## config.mk

```make
export PLATFORM = sky130hd
export DESIGN_NAME = tcc_core
export DESIGN_NICKNAME = d
export VERILOG_FILES = /design/src/core/tcc_pkg.sv /design/src/core/tcc_core.sv
export SDC_FILE = /design/constraint.sdc
export NUM_CORES = 1
export LEC_CHECK = 0
export ABC_AREA = 1
export ABC_CLOCK_PERIOD_IN_PS = 7100
export BUFFER_PORTS_ARGS = -buffer_cell sky130_fd_sc_hd__buf_2
export CAP_MARGIN = 20
export CORE_MARGIN = 2
export CORE_UTILIZATION = 50
export DETAILED_ROUTE_END_ITERATION = 7
export PLACE_DENSITY = 0.73
export REMOVE_ABC_BUFFERS = 1
export SLEW_MARGIN = 5
export SYNTH_ARGS = -nofsm -noshare
export SYNTH_HDL_FRONTEND = slang
export SYNTH_SLANG_ARGS = --single-unit
```

## constraint.sdc

```tcl
create_clock -name I_MCLK -period 7.1 [get_ports I_MCLK]
set_input_delay 0.355 -clock I_MCLK [delete_from_list [all_inputs] [get_ports I_MCLK]]
set_output_delay 0.355 -clock I_MCLK [all_outputs]
set_load 0.05 [all_outputs]
```

## src/core/tcc_pkg.sv

```systemverilog
// Constants, types and register map of the timer counter clocking core
// Operation
// - Three identical channels, each programmed on its own.
// - A 16-bit counter per channel steps on selected clock rising edges.
// - Wrap from all ones to zero sets the channel overflow flag.
// - Counter value readable at any time without stopping the counter.
// - A trigger zeroes the counter at the next valid counting edge.
// - Clock select picks one of three external or five internal sources.
// - Block mode routes each external selection to its pin or a line A.
// - Clock invert bit makes counting happen on opposite source edges.
// - Burst gating passes counting edges only while its signal is high.
// - Each channel drives one interrupt from programmable status events.
// - One block control write synchronises all channels together.
// - Channels independent unless the decoder uses line A0, B0 and B1.
// - Line A input in capture, output in waveform; line B input.
// - Any trigger starts the clock, only while the clock is enabled.
// - Wave mode bit clear selects capture mode, set selects waveform mode.
package tcc_pkg;

  localparam int NCH = 3;

  // Address decode: bits 7:6 select channel or block area
  localparam int          ADDR_W   = 8;
  localparam logic [1:0]  BLK_SEL  = 2'h3;
  localparam logic [5:0]  OFS_CCR  = 6'h00;
  localparam logic [5:0]  OFS_CMR  = 6'h04;
  localparam logic [5:0]  OFS_CV   = 6'h10;
  localparam logic [5:0]  OFS_SR   = 6'h20;
  localparam logic [5:0]  OFS_IMR  = 6'h2c;
  localparam logic [5:0]  OFS_BCR  = 6'h00;
  localparam logic [5:0]  OFS_BMR  = 6'h04;

  // Field positions
  localparam int CCR_CLKEN  = 0;
  localparam int CCR_CLKDIS = 1;
  localparam int CCR_SWTRG  = 2;
  localparam int CMR_CLKS   = 0;
  localparam int CMR_CLOCK_INVERT_BIT   = 3;
  localparam int CMR_BURST  = 4;
  localparam int CMR_WAVE   = 15;
  localparam int SR_COVF    = 0;
  localparam int SR_TRG     = 1;
  localparam int SR_CLKSTA  = 16;
  localparam int BCR_SYNC   = 0;
  localparam int BMR_XC     = 0;
  localparam int BMR_QUADRATURE_DECODER   = 8;

  // Clock select codes
  localparam logic [2:0] CLKS_DIV2   = 3'h0;
  localparam logic [2:0] CLKS_DIV8   = 3'h1;
  localparam logic [2:0] CLKS_DIV32  = 3'h2;
  localparam logic [2:0] CLKS_DIV128 = 3'h3;
  localparam logic [2:0] CLKS_SLOW   = 3'h4;
  localparam logic [2:0] CLKS_XC0    = 3'h5;
  localparam logic [2:0] CLKS_XC1    = 3'h6;

  // Prescaler bit that forms each divided tap
  localparam int PRESC_W    = 7;
  localparam int TAP_DIV2   = 0;
  localparam int TAP_DIV8   = 2;
  localparam int TAP_DIV32  = 4;
  localparam int TAP_DIV128 = 6;

  localparam logic [1:0]  BURST_NONE = 2'h0;
  localparam logic [15:0] CNT_MAX    = 16'hffff;

  typedef enum logic [0:0] {TCC_IDLE, TCC_ACK} tcc_bus_t;

  typedef struct packed {
    logic [15:0] count;
    logic        clken;
    logic        started;
    logic        trg_pend;
    logic        covf;
    logic        trg_flag;
    logic [1:0]  mask;
    logic [2:0]  clks;
    logic        clock_invert_bit;
    logic [1:0]  burst;
    logic        wave;
    logic        lvl_prev;
    logic        line_a_out;
    logic        line_a_oe;
    logic        irq;
  } tcc_chan_t;

  typedef struct packed {
    tcc_bus_t               phase;
    logic                   waitreq;
    logic [31:0]            rdata;
    logic [PRESC_W-1:0]     presc;
    logic [2:0]             pin_s1;
    logic [2:0]             pin_s2;
    logic [2:0]             la_s1;
    logic [2:0]             la_s2;
    logic [2:0]             lb_s1;
    logic [2:0]             lb_s2;
    logic                   slow_s1;
    logic                   slow_s2;
    logic [2:0]             xc_line_a;
    logic                   quadrature_decoder_en;
    logic                   qa_prev;
    logic                   qb_prev;
    logic                   qi_prev;
    tcc_chan_t [NCH-1:0]    ch;
  } tcc_state_t;

endpackage

```

## src/core/tcc_core.sv

```systemverilog
// Three-channel 16-bit timer counter core with Avalon-MM register slave
//
// Added by the designer: the placing of the registers and the Avalon-MM register port.
`timescale 1ns/1ps

module tcc_core
  import tcc_pkg::*;
(
  input  wire logic              I_MCLK,
  input  wire logic              I_RST,
  input  wire logic              I_SLOW_CLK,
  input  wire logic [2:0]        I_EXT_CLOCK_PIN,
  input  wire logic [2:0]        I_IO_LINE_A,
  input  wire logic [2:0]        I_IO_LINE_B,
  output logic      [2:0]        O_IO_LINE_A,
  output logic      [2:0]        O_IO_LINE_A_OE,
  output logic      [2:0]        O_IRQ,
  input  wire logic [ADDR_W-1:0] I_AVS_ADDRESS,
  input  wire logic              I_AVS_READ,
  input  wire logic              I_AVS_WRITE,
  input  wire logic [31:0]       I_AVS_WRITEDATA,
  input  wire logic [3:0]        I_AVS_BYTEENABLE,
  output logic      [31:0]       O_AVS_READDATA,
  output logic                   O_AVS_WAITREQUEST
);

  //////////////////////////////////////////////////////////////////////////
  // Helper functions

  function automatic logic [31:0] lane_mask(input logic [3:0] be);
    lane_mask = {{8{be[3]}}, {8{be[2]}}, {8{be[1]}}, {8{be[0]}}};
  endfunction

  function automatic logic [31:0] cmr_word(input tcc_chan_t c);
    cmr_word = 32'h0000_0000;
    cmr_word[CMR_CLKS +: 3]  = c.clks;
    cmr_word[CMR_CLOCK_INVERT_BIT]       = c.clock_invert_bit;
    cmr_word[CMR_BURST +: 2] = c.burst;
    cmr_word[CMR_WAVE]       = c.wave;
  endfunction

  function automatic logic [31:0] sr_word(input tcc_chan_t c);
    sr_word = 32'h0000_0000;
    sr_word[SR_COVF]   = c.covf;
    sr_word[SR_TRG]    = c.trg_flag;
    sr_word[SR_CLKSTA] = c.clken;
  endfunction

  // Level of the selected source before inversion
  function automatic logic src_level(
    input logic [2:0]         clks,
    input logic [PRESC_W-1:0] presc,
    input logic               slow,
    input logic [2:0]         xc
  );
    case (clks)
      CLKS_DIV2:   src_level = presc[TAP_DIV2];
      CLKS_DIV8:   src_level = presc[TAP_DIV8];
      CLKS_DIV32:  src_level = presc[TAP_DIV32];
      CLKS_DIV128: src_level = presc[TAP_DIV128];
      CLKS_SLOW:   src_level = slow;
      CLKS_XC0:    src_level = xc[0];
      CLKS_XC1:    src_level = xc[1];
      default:     src_level = xc[2];
    endcase
  endfunction

  //////////////////////////////////////////////////////////////////////////
  // State and combinational temporaries

  tcc_state_t       st_reg;
  tcc_state_t       st_next;

  logic [31:0]      be_mask;
  logic [31:0]      wd;
  logic             acc_wr;
  logic [1:0]       sel;
  logic [5:0]       ofs;
  logic             sync_p;
  logic [2:0]       xc;
  logic             q_change;
  logic             q_up;
  logic [NCH-1:0]   lvl;
  logic [NCH-1:0]   gate;
  logic [NCH-1:0]   step;
  logic [NCH-1:0]   up;
  logic [NCH-1:0]   trig;
  logic [NCH-1:0]   ch_wr;
  logic [31:0]      cmr_m;

  always_comb begin
    st_next  = st_reg;
    be_mask  = lane_mask(I_AVS_BYTEENABLE);
    wd       = I_AVS_WRITEDATA & be_mask;
    acc_wr   = (st_reg.phase == TCC_ACK) && I_AVS_WRITE;
    sel      = I_AVS_ADDRESS[7:6];
    ofs      = I_AVS_ADDRESS[5:0];
    cmr_m    = 32'h0000_0000;
    lvl      = '0;
    gate     = '0;
    step     = '0;
    up       = '0;
    trig     = '0;
    ch_wr    = '0;

    // Free-running prescaler for the divided taps
    st_next.presc = st_reg.presc + 7'h01;

    // Two-flop synchronisers on every asynchronous input
    st_next.pin_s1  = I_EXT_CLOCK_PIN;
    st_next.pin_s2  = st_reg.pin_s1;
    st_next.la_s1   = I_IO_LINE_A;
    st_next.la_s2   = st_reg.la_s1;
    st_next.lb_s1   = I_IO_LINE_B;
    st_next.lb_s2   = st_reg.lb_s1;
    st_next.slow_s1 = I_SLOW_CLK;
    st_next.slow_s2 = st_reg.slow_s1;

    // External selection n: pin n or line A of the next channel
    for (int n = 0; n < NCH; n++) begin
      xc[n] = st_reg.xc_line_a[n] ? st_reg.la_s2[(n + 1) % NCH]
                                  : st_reg.pin_s2[n];
    end

    // Quadrature decode of line A0 / line B0, index on line B1
    q_change = (st_reg.la_s2[0] ^ st_reg.qa_prev)
             ^ (st_reg.lb_s2[0] ^ st_reg.qb_prev);
    q_up     = ~(st_reg.qa_prev ^ st_reg.lb_s2[0]);
    st_next.qa_prev = st_reg.la_s2[0];
    st_next.qb_prev = st_reg.lb_s2[0];
    st_next.qi_prev = st_reg.lb_s2[1];

    //////////////////////////////////////////////////////////////////////
    // Avalon-MM slave: one wait cycle, action at the accepting edge

    case (st_reg.phase)
      TCC_IDLE: begin
        if (I_AVS_READ || I_AVS_WRITE) begin
          st_next.phase   = TCC_ACK;
          st_next.waitreq = 1'b0;
          st_next.rdata   = 32'h0000_0000;
          if (I_AVS_READ && sel != BLK_SEL && sel < 2'(NCH)) begin
            case (ofs)
              OFS_CMR: st_next.rdata = cmr_word(st_reg.ch[sel]);
              OFS_CV:  st_next.rdata = {16'h0000,
                                        st_reg.ch[sel].count};
              OFS_SR:  st_next.rdata = sr_word(st_reg.ch[sel]);
              OFS_IMR: st_next.rdata = {30'h0, st_reg.ch[sel].mask};
              default: st_next.rdata = 32'h0000_0000;
            endcase
          end else if (I_AVS_READ && sel == BLK_SEL && ofs == OFS_BMR) begin
            st_next.rdata[BMR_XC +: 3] = st_reg.xc_line_a;
            st_next.rdata[BMR_QUADRATURE_DECODER]    = st_reg.quadrature_decoder_en;
          end
        end
      end
      TCC_ACK: begin
        st_next.phase   = TCC_IDLE;
        st_next.waitreq = 1'b1;
      end
      default: begin
        st_next.phase   = TCC_IDLE;
        st_next.waitreq = 1'b1;
      end
    endcase

    // Block registers
    sync_p = acc_wr && sel == BLK_SEL && ofs == OFS_BCR
             && wd[BCR_SYNC];
    if (acc_wr && sel == BLK_SEL && ofs == OFS_BMR) begin
      if (I_AVS_BYTEENABLE[0]) begin
        st_next.xc_line_a = wd[BMR_XC +: 3];
      end
      if (I_AVS_BYTEENABLE[1]) begin
        st_next.quadrature_decoder_en = wd[BMR_QUADRATURE_DECODER];
      end
    end

    //////////////////////////////////////////////////////////////////////
    // Channels

    for (int i = 0; i < NCH; i++) begin
      ch_wr[i] = acc_wr && sel == 2'(i);

      // Mode register with byte-lane merge
      if (ch_wr[i] && ofs == OFS_CMR) begin
        cmr_m = (cmr_word(st_reg.ch[i]) & ~be_mask) | wd;
        st_next.ch[i].clks  = cmr_m[CMR_CLKS +: 3];
        st_next.ch[i].clock_invert_bit  = cmr_m[CMR_CLOCK_INVERT_BIT];
        st_next.ch[i].burst = cmr_m[CMR_BURST +: 2];
        st_next.ch[i].wave  = cmr_m[CMR_WAVE];
      end
      if (ch_wr[i] && ofs == OFS_IMR) begin
        st_next.ch[i].mask = wd[1:0];
      end

      // Enable and disable, disable winning
      if (ch_wr[i] && ofs == OFS_CCR && wd[CCR_CLKEN]) begin
        st_next.ch[i].clken = 1'b1;
      end
      if (ch_wr[i] && ofs == OFS_CCR && wd[CCR_CLKDIS]) begin
        st_next.ch[i].clken   = 1'b0;
        st_next.ch[i].started = 1'b0;
      end

      // Software or sync trigger, only while the clock is enabled
      trig[i] = (ch_wr[i] && ofs == OFS_CCR && wd[CCR_SWTRG]) || sync_p;
      if (trig[i] && st_next.ch[i].clken) begin
        st_next.ch[i].started  = 1'b1;
        st_next.ch[i].trg_pend = 1'b1;
      end

      // Counting edge: select, invert, detect, gate
      lvl[i] = src_level(st_reg.ch[i].clks, st_reg.presc,
                         st_reg.slow_s2, xc)
               ^ st_reg.ch[i].clock_invert_bit;
      st_next.ch[i].lvl_prev = lvl[i];
      gate[i] = (st_reg.ch[i].burst == BURST_NONE)
                || xc[st_reg.ch[i].burst - 2'h1];
      step[i] = lvl[i] && !st_reg.ch[i].lvl_prev && gate[i];
      up[i]   = 1'b1;

      // Decoder takes over the counting edges of channels 0 and 1
      if (st_reg.quadrature_decoder_en && i == 0) begin
        step[i] = q_change;
        up[i]   = q_up;
      end else if (st_reg.quadrature_decoder_en && i == 1) begin
        step[i] = st_reg.lb_s2[1] && !st_reg.qi_prev;
      end

      // Clear by writing one; an event set below in the same cycle wins
      if (ch_wr[i] && ofs == OFS_SR && wd[SR_COVF]) begin
        st_next.ch[i].covf = 1'b0;
      end
      if (ch_wr[i] && ofs == OFS_SR && wd[SR_TRG]) begin
        st_next.ch[i].trg_flag = 1'b0;
      end

      if (step[i] && st_reg.ch[i].clken && st_reg.ch[i].started) begin
        if (st_reg.ch[i].trg_pend) begin
          st_next.ch[i].count    = 16'h0000;
          st_next.ch[i].trg_pend = 1'b0;
          st_next.ch[i].trg_flag = 1'b1;
        end else if (up[i]) begin
          st_next.ch[i].count = st_reg.ch[i].count + 16'h0001;
          if (st_reg.ch[i].count == CNT_MAX) begin
            st_next.ch[i].covf = 1'b1;
          end
        end else begin
          st_next.ch[i].count = st_reg.ch[i].count - 16'h0001;
        end
      end

      // Line A drives a square wave in waveform mode only
      st_next.ch[i].line_a_oe  = st_next.ch[i].wave;
      st_next.ch[i].line_a_out = st_next.ch[i].wave
                                 && st_next.ch[i].count[15];

      st_next.ch[i].irq = |({st_next.ch[i].trg_flag,
                             st_next.ch[i].covf}
                            & st_next.ch[i].mask);
    end
  end

  //////////////////////////////////////////////////////////////////////////
  // State register

  always_ff @(posedge I_MCLK) begin
    if (I_RST) begin
      st_reg         <= '0;
      st_reg.phase   <= TCC_IDLE;
      st_reg.waitreq <= 1'b1;
    end else begin
      st_reg <= st_next;
    end
  end

  //////////////////////////////////////////////////////////////////////////
  // Outputs

  always_comb begin
    O_AVS_READDATA    = st_reg.rdata;
    O_AVS_WAITREQUEST = st_reg.waitreq;
    for (int k = 0; k < NCH; k++) begin
      O_IO_LINE_A[k]    = st_reg.ch[k].line_a_out;
      O_IO_LINE_A_OE[k] = st_reg.ch[k].line_a_oe;
      O_IRQ[k]          = st_reg.ch[k].irq;
    end
  end

endmodule

```

==> results.md, run 1 <==
* Post-synth cell types at 61
* Gpl congestion at 0.962
* Initial drt markers at 855
* Pre-CTS worst setup slack at 4.20 ns
* CP endpoint kind: flop
* Setup TNS Final at 0 ns
* Final worst setup slack at 4.11 ns
* CTS Buffer Depth at 2
* Setup CP Type: flop to flop
* Synth async-reset ratio at 0%
* Hold-fix buffers, CTS at 0
* Ports at 100
* Cell area after placement at 8920 µm²
* DIE HEIGHT at 137 µm
* Core area at 17,300 µm²
* CTS sink count at 150
* Total GRT Usage at 25.8%
* Initial antenna violation count at 0
* Synth Flop Type: dfxtp_1
* Slew headroom at 35.2%
* RSZ-0062 raised after global routing: false
* Post-DRT Antenna Nets at 0
* Max-cap violation count at 0
* WL/cell at 16.2 µm
* Setup violators final at 0
* First-pass GRT wire length at 37,500 µm
* Total Routed Length at 24,000 µm
* Tot Pwr at 1.93 mW
* Critical Path AT at 3.34 ns
* Sequential Area at 3000 µm²
* Via count at 8,205
* Clock latency on the worst-skew pair at 0.43 ns
* Fin nets at 1,320
* Worst Path Required at 7.46 ns
* FP Rows at 48
* Placed cells at 1,447
* CTS buffer count at 17
* Initial Util at 51.2%
* Vias per cell at 5.55
* Flop and latch count out of synthesis at 150
* Final Skew at 0.00752 ns
* Area of the die at 18,800 µm²
* Root Buffer: clkbuf_16
* Maximum level of the CTS H-tree at 4
* Worst-path clk slew at 0.06 ns
* Max-slew violations at 0
* Die width at 137 µm
* Leak Pwr at 3.77 nW
* Design area at 9530 µm²
* Grt ovf at 0
* # diodes at 0
* Max IR drop VDD at 0.148 mV
* FMAX at 0.335 GHz
* DP Wirelength at 17,400 µm
* Register area share after synthesis at 33.9%
* Layout cell share with drive strength beyond 1 at 16.8%
* Largest net degree at the start of global routing at 76
* Residual DRC at 0
* Pre-Repair DR Iteration Count at 6
* FILL cells at 1,682
* Synthesized area per cell at 7.19 µm²
* Final Non-Filler Cells at 1,478
* Hold WC Path Type: input pin to flop
* Final hold vios at 0
* Yosys warns at 0
* Crit path launch type: flop
* Post-synth EDFFs at 0
* Multi-input gate area at 4850 µm²
* Status: completed
* Worst Max-Slew Pin Slew at 0.972 ns
* Port bufs at 57
* Final period utilization at 42.1%
* CTS-repair resized insts at 0
* Mapped Cells at 1,233
* Number of setup buffers added after CTS at 0
* Fin crit period at 2.99 ns
* Layout area overhead at 7.51%
* Critical-path maximum fanout at 15
* Vias in the first global route at 7,264
* CTS tree: built
* Post-Synthesis Cell Area at 8860 µm²
* PwrDens at 202 nW/µm²
[cell usage in the layout, fill, tap and decap left out, types with 4 or more instances in the layout]
cell type,instances
nand2_2,35
buf_2,56
nand2_1,219
o21ai_1,16
a21oi_2,33
clkinvlp_4,6
nor2_1,129
inv_2,12
a21oi_1,89
inv_1,113
buf_4,4
nand3_1,94
dfxtp_1,150
o221ai_1,5
nor3_2,4
o21ai_0,60
o211ai_1,13
nand3b_1,5
a221oi_1,4
nor2_2,9
nor3_1,10
clkbuf_16,17
nor3b_1,4
xor2_1,30
nand3_2,4
o22ai_1,5
a22oi_1,5
nand4_1,27
conb_1,15
xnor2_1,8
ha_1,20
[synthesized netlist by cell type, drive strengths merged (2+ instances only)]
library cell	n	share of area [%]
nand3b	5	0.42
ha	20	2.8
inv	126	5.4
nand3	99	6.0
o21a	2	0.17
o31ai	2	0.17
nor2	141	6.5
a31oi	2	0.14
xor2	30	3.0
dfxtp	150	34
nor4	3	0.21
a21oi	122	8.3
xnor2	8	0.79
nand2	259	13
o221ai	5	0.49
nor3b	5	0.48
a211oi	5	0.59
o21bai	2	0.17
buf	66	5.8
a22oi	5	0.42
nor3	16	1.4
or2	3	0.21
and2	2	0.20
clkbuf	19	0.82
o211ai	13	1.1
o21ai	78	4.5
o22ai	5	0.35
nand4	27	1.9
a221oi	4	0.40
[report_power, final]
part	total [mW]	switching, mW	leakage (nW)	internal [mW]
clock	0.929	0.362	0.279	0.567
combinational	0.136	0.106	2.28	0.0298
sequential	0.861	0.00735	1.21	0.853
total	1.93	0.476	3.77	1.45
[per-layer routing]
metal / up-vias / routed length, µm / GRT usage, %
li1: 4055 / - / -
met1: 3792 / 10700 / 34.8
met2: 320 / 11000 / 41.5
met3: 38 / 1680 / 3.93
met4: 0 / 572 / 10.3
met5: - / 0 / 0
[stage by stage]
step                utilization [%]  hold WS [ns]
floorplan                         -         0.388
global placement               51.6         0.395
detailed placement             51.6         0.395
CTS                            55.1         0.112
global route                   55.1         0.119
finish                         55.1         0.118
[cell type report]
| cell class | instances | area share (%) |
|---|---|---|
| clock buffer | 19 | 4.76 |
| clock inverter | 12 | 1.62 |
| inverter | 126 | 4.99 |
| multi-input combinational | 886 | 50.9 |
| sequential | 150 | 31.5 |
| tap | 225 | 2.96 |
| timing repair buffer | 60 | 3.26 |
[worst paths after layout]
kind	from	end	slack (ns)	depth (start not counted)
min reg2reg	st_next[111]	st_next[103]	0.40	2
min	I_EXT_CLOCK_PIN[0]	st_next[123]	0.12	3
max reg2reg	st_reg[104]	O_IO_LINE_A[0]	4.11	13
max	st_reg[104]	O_IO_LINE_A[0]	4.11	13
[worst max-delay path, cell delays in order, from the launching register on]
cell and delay, ns:
dfxtp_1 0.32, or2_2 0.29, nand3_1 0.19, inv_1 0.33, ha_1 0.46, a21oi_1 0.32
o21ai_0 0.18, a21oi_1 0.26, nand2_1 0.09, nand2_1 0.06, nand2_1 0.05, nor2_1 0.09
nand3_1 0.10, a21oi_1 0.17
[logic make-up after synthesis]
group                    share of synthesized area [%]
buffers and inverters                             12.0
AO/OA/AOI/OAI                                     17.4
flip-flops                                        33.9
AND/OR/NAND/NOR                                   29.9
adder cells (fa/ha/maj)                           3.05
XOR/XNOR                                          3.76
other                                           0.0423
Power figures use the tool's default switching activity.
==> run 2: changes to the inputs <==
--- a/config.mk
+++ b/config.mk
@@ -5,14 +5,14 @@
 export SDC_FILE = /design/constraint.sdc
 export NUM_CORES = 1
 export LEC_CHECK = 0
-export ABC_AREA = 1
-export ABC_CLOCK_PERIOD_IN_PS = 7100
+export ABC_AREA = 0
+export ABC_CLOCK_PERIOD_IN_PS = 2500
 export BUFFER_PORTS_ARGS = -buffer_cell sky130_fd_sc_hd__buf_2
 export CAP_MARGIN = 20
 export CORE_MARGIN = 2
 export CORE_UTILIZATION = 50
 export DETAILED_ROUTE_END_ITERATION = 7
-export PLACE_DENSITY = 0.73
+export PLACE_DENSITY = 0.76
 export REMOVE_ABC_BUFFERS = 1
 export SLEW_MARGIN = 5
 export SYNTH_ARGS = -nofsm -noshare
==> constraint.sdc (replaced) <==
create_clock -name I_MCLK -period 2.5 [get_ports I_MCLK]
set_input_delay 0.125 -clock I_MCLK [delete_from_list [all_inputs] [get_ports I_MCLK]]
set_output_delay 0.125 -clock I_MCLK [all_outputs]
set_load 0.05 [all_outputs]
==> run 2 against run 1 <==
Against the previous run:
- the run now ends with negative setup slack left
- global-route usage up 2.0 points
- hold slack worse by 0.084 ns
- utilization up 9.9 points
- non-clock buffer count up 118
- cell count down 13%
- area after synthesis down 9.1%
- clock power up 150%
- critical path type unchanged
- largest cell class unchanged
==> results.md, run 2 <==
* Max-slew violations at 0
* Core area at 15,800 µm²
* Post-DRT Antenna Nets at 0
* Initial antenna violation count at 2
* Final hold vios at 0
* Status: finished, violations left
* Synth async-reset ratio at 0%
* Tot Pwr at 5.14 mW
* DIE HEIGHT at 131 µm
* Critical Path AT at 3.23 ns
* Port bufs at 57
* Synth top area cells: dfxtp_1, mux2i_1, nor2_1, buf_4, a21oi_1
* Placed cells at 1,216
* CP most frequent cell: buf_4
* CTS buffer count at 17
* Register area share after synthesis at 37.3%
* Flop and latch count out of synthesis at 150
* CTS Buffer Depth at 2
* Crit path cell chain: xor2_2 -> nand2_2 -> inv_4 -> ha_4 -> a211oi_2 -> buf_4 -> nor4_1 -> or4_4 -> buf_4 -> a21oi_4 -> xor2_1 -> or3_1 -> a21oi_2
* Final period utilization at 115%
* Gpl congestion at 0.903
* Final Skew at 0.00926 ns
* Critical-path maximum fanout at 4
* Slew headroom at 35.6%
* Final Non-Filler Cells at 1,293
* Largest net degree at the start of global routing at 42
* Post-synth cell types at 67
* Synth top area share at 37.3%
* Synth Flop Type: dfxtp_1
* Mapped Cells at 940
* CTS tree: built
* Setup CP Type: flop to flop
* Yosys warns at 0
* FMAX at 0.349 GHz
* Total GRT Usage at 27.8%
* Core Util, Final at 65.0%
* WL/cell at 18.9 µm
* Max IR drop VDD at 0.497 mV
* DP Wirelength at 15,200 µm
* Post-synth EDFFs at 0
* Maximum level of the CTS H-tree at 4
* Cell accounting for the most synthesized area: dfxtp_1
* Most common cell after layout, fill and taps aside: dfxtp_1
* Worst hold slack at 0.0346 ns
* Worst Max-Slew Pin Slew at 0.959 ns
* Critical path's slowest cell: or4_4
* Max-cap violation count at 0
* First-pass GRT wire length at 36,800 µm
* Crit path launch type: flop
* Failing checks: negative setup slack
* PwrDens at 500 nW/µm²
* Final worst setup slack at -0.368 ns
* Initial drt markers at 827
* FP Rows at 46
* Setup TNS Final at -2.78 ns
* Max incr delay on CP at 0.56 ns
* Die width at 131 µm
* Grt ovf at 0
* Worst Path Required at 2.86 ns
* Leak Pwr at 4.09 nW
* CP endpoint kind: flop
* CTS sink count at 150
* Layout cell share with drive strength beyond 1 at 28.8%
* Initial Util at 50.9%
* Clock latency on the worst-skew pair at 0.43 ns
* Pre-Repair DR Iteration Count at 5
* FILL cells at 1,219
* Vias in the first global route at 7,156
* Commonest non-fill, non-tap cells in the layout: dfxtp_1, nor2_1, buf_4
* Residual DRC at 0
* Root Buffer: clkbuf_16
* Vias per cell at 5.94
* Multi-input gate area at 5050 µm²
* Area of the die at 17,100 µm²
* Post-synth top cells: dfxtp_1, nor2_1, nand2_1, mux2i_1, a21oi_1
* Via count at 7,678
* Synthesized area per cell at 8.57 µm²
* Fin crit period at 2.87 ns
* Fin nets at 1,141
* Ports at 100
* RSZ-0062 raised after global routing: true
* Setup violators final at 28
* Worst-path clk slew at 0.06 ns
* Post-Synthesis Cell Area at 8060 µm²
* Sequential Area at 3010 µm²
* Hold WC Path Type: input pin to flop
* Top-count cell post-synth: dfxtp_1
* Total Routed Length at 24,400 µm
* Layout area overhead at 27.6%
run 2: per-layer routing:
metal	vias up	part of all wire, %	GRT usage [%]
li1	3535	-	-
met3	88	8.3	5.66
met1	3648	41	35.8
met2	407	47	44.7
met4	0	4.1	13.5
met5	-	0	0
run 2: worst max-delay path, delay by kind of cell, from the launching register on:
family,cells,cell delay [ns]
compound gates,3,0.47
xor+xnor,2,0.30
fa+ha+maj,1,0.21
simple gates,4,1.06
flops,1,0.35
buf+inv,3,0.40
run 2: per-stage QoR:
stage	cell area, µm²	worst slack (ns)
2_1_floorplan	7560	-0.613
3_3_place_gp	8730	-0.479
3_5_place_dp	8730	-0.664
4_1_cts	9970	-0.342
5_1_grt	10300	-0.478
6_report	10300	-0.368
run 2: cell type report:
cell class | count | share of cell area, %
clock buffer | 22 | 4.51
inverter | 17 | 0.645
multi-input combinational | 698 | 49.1
antenna | 2 | 0.0487
sequential | 150 | 29.2
timing repair buffer | 178 | 13.3
clock inverter | 10 | 0.547
tap | 216 | 2.63
run 2: what timing repair did:
action / 4_1_cts / 5_1_grt
pin swaps: 49 / 41
setup buffers: 29 / 2
setup endpoints to repair: 42 / 56
hold buffers: 12 / 0
resized for setup: 58 / 79
cloned: 5 / 0
hold endpoints to repair: 18 / 0
run 2: cell families after synthesis:
logic type      share of synthesized area, %
flops                                   37.3
buf+inv                                 7.67
other cells                           0.0465
compound gates                          14.6
xor+xnor                                3.66
simple gates                            22.3
mux                                     11.1
fa+ha+maj                               3.35
run 2: final timing paths:
| path | cells after the start | from | slack, ns | endpoint |
|---|---|---|---|---|
| setup / recovery | 13 | st_reg[104] | -0.37 | st_reg[29] |
| hold / removal | 3 | I_AVS_WRITEDATA[1] | 0.03 | flop |
| setup reg to reg | 13 | st_reg[104] | -0.37 | st_reg[29] |
| hold reg to reg | 1 | st_next[118] | 0.43 | st_reg[118] |
run 2: report_power, final:
part / switching [mW] / internal (mW)
logic: 0.261 / 0.126
registers: 0.0190 / 2.42
clock network: 1.00 / 1.31
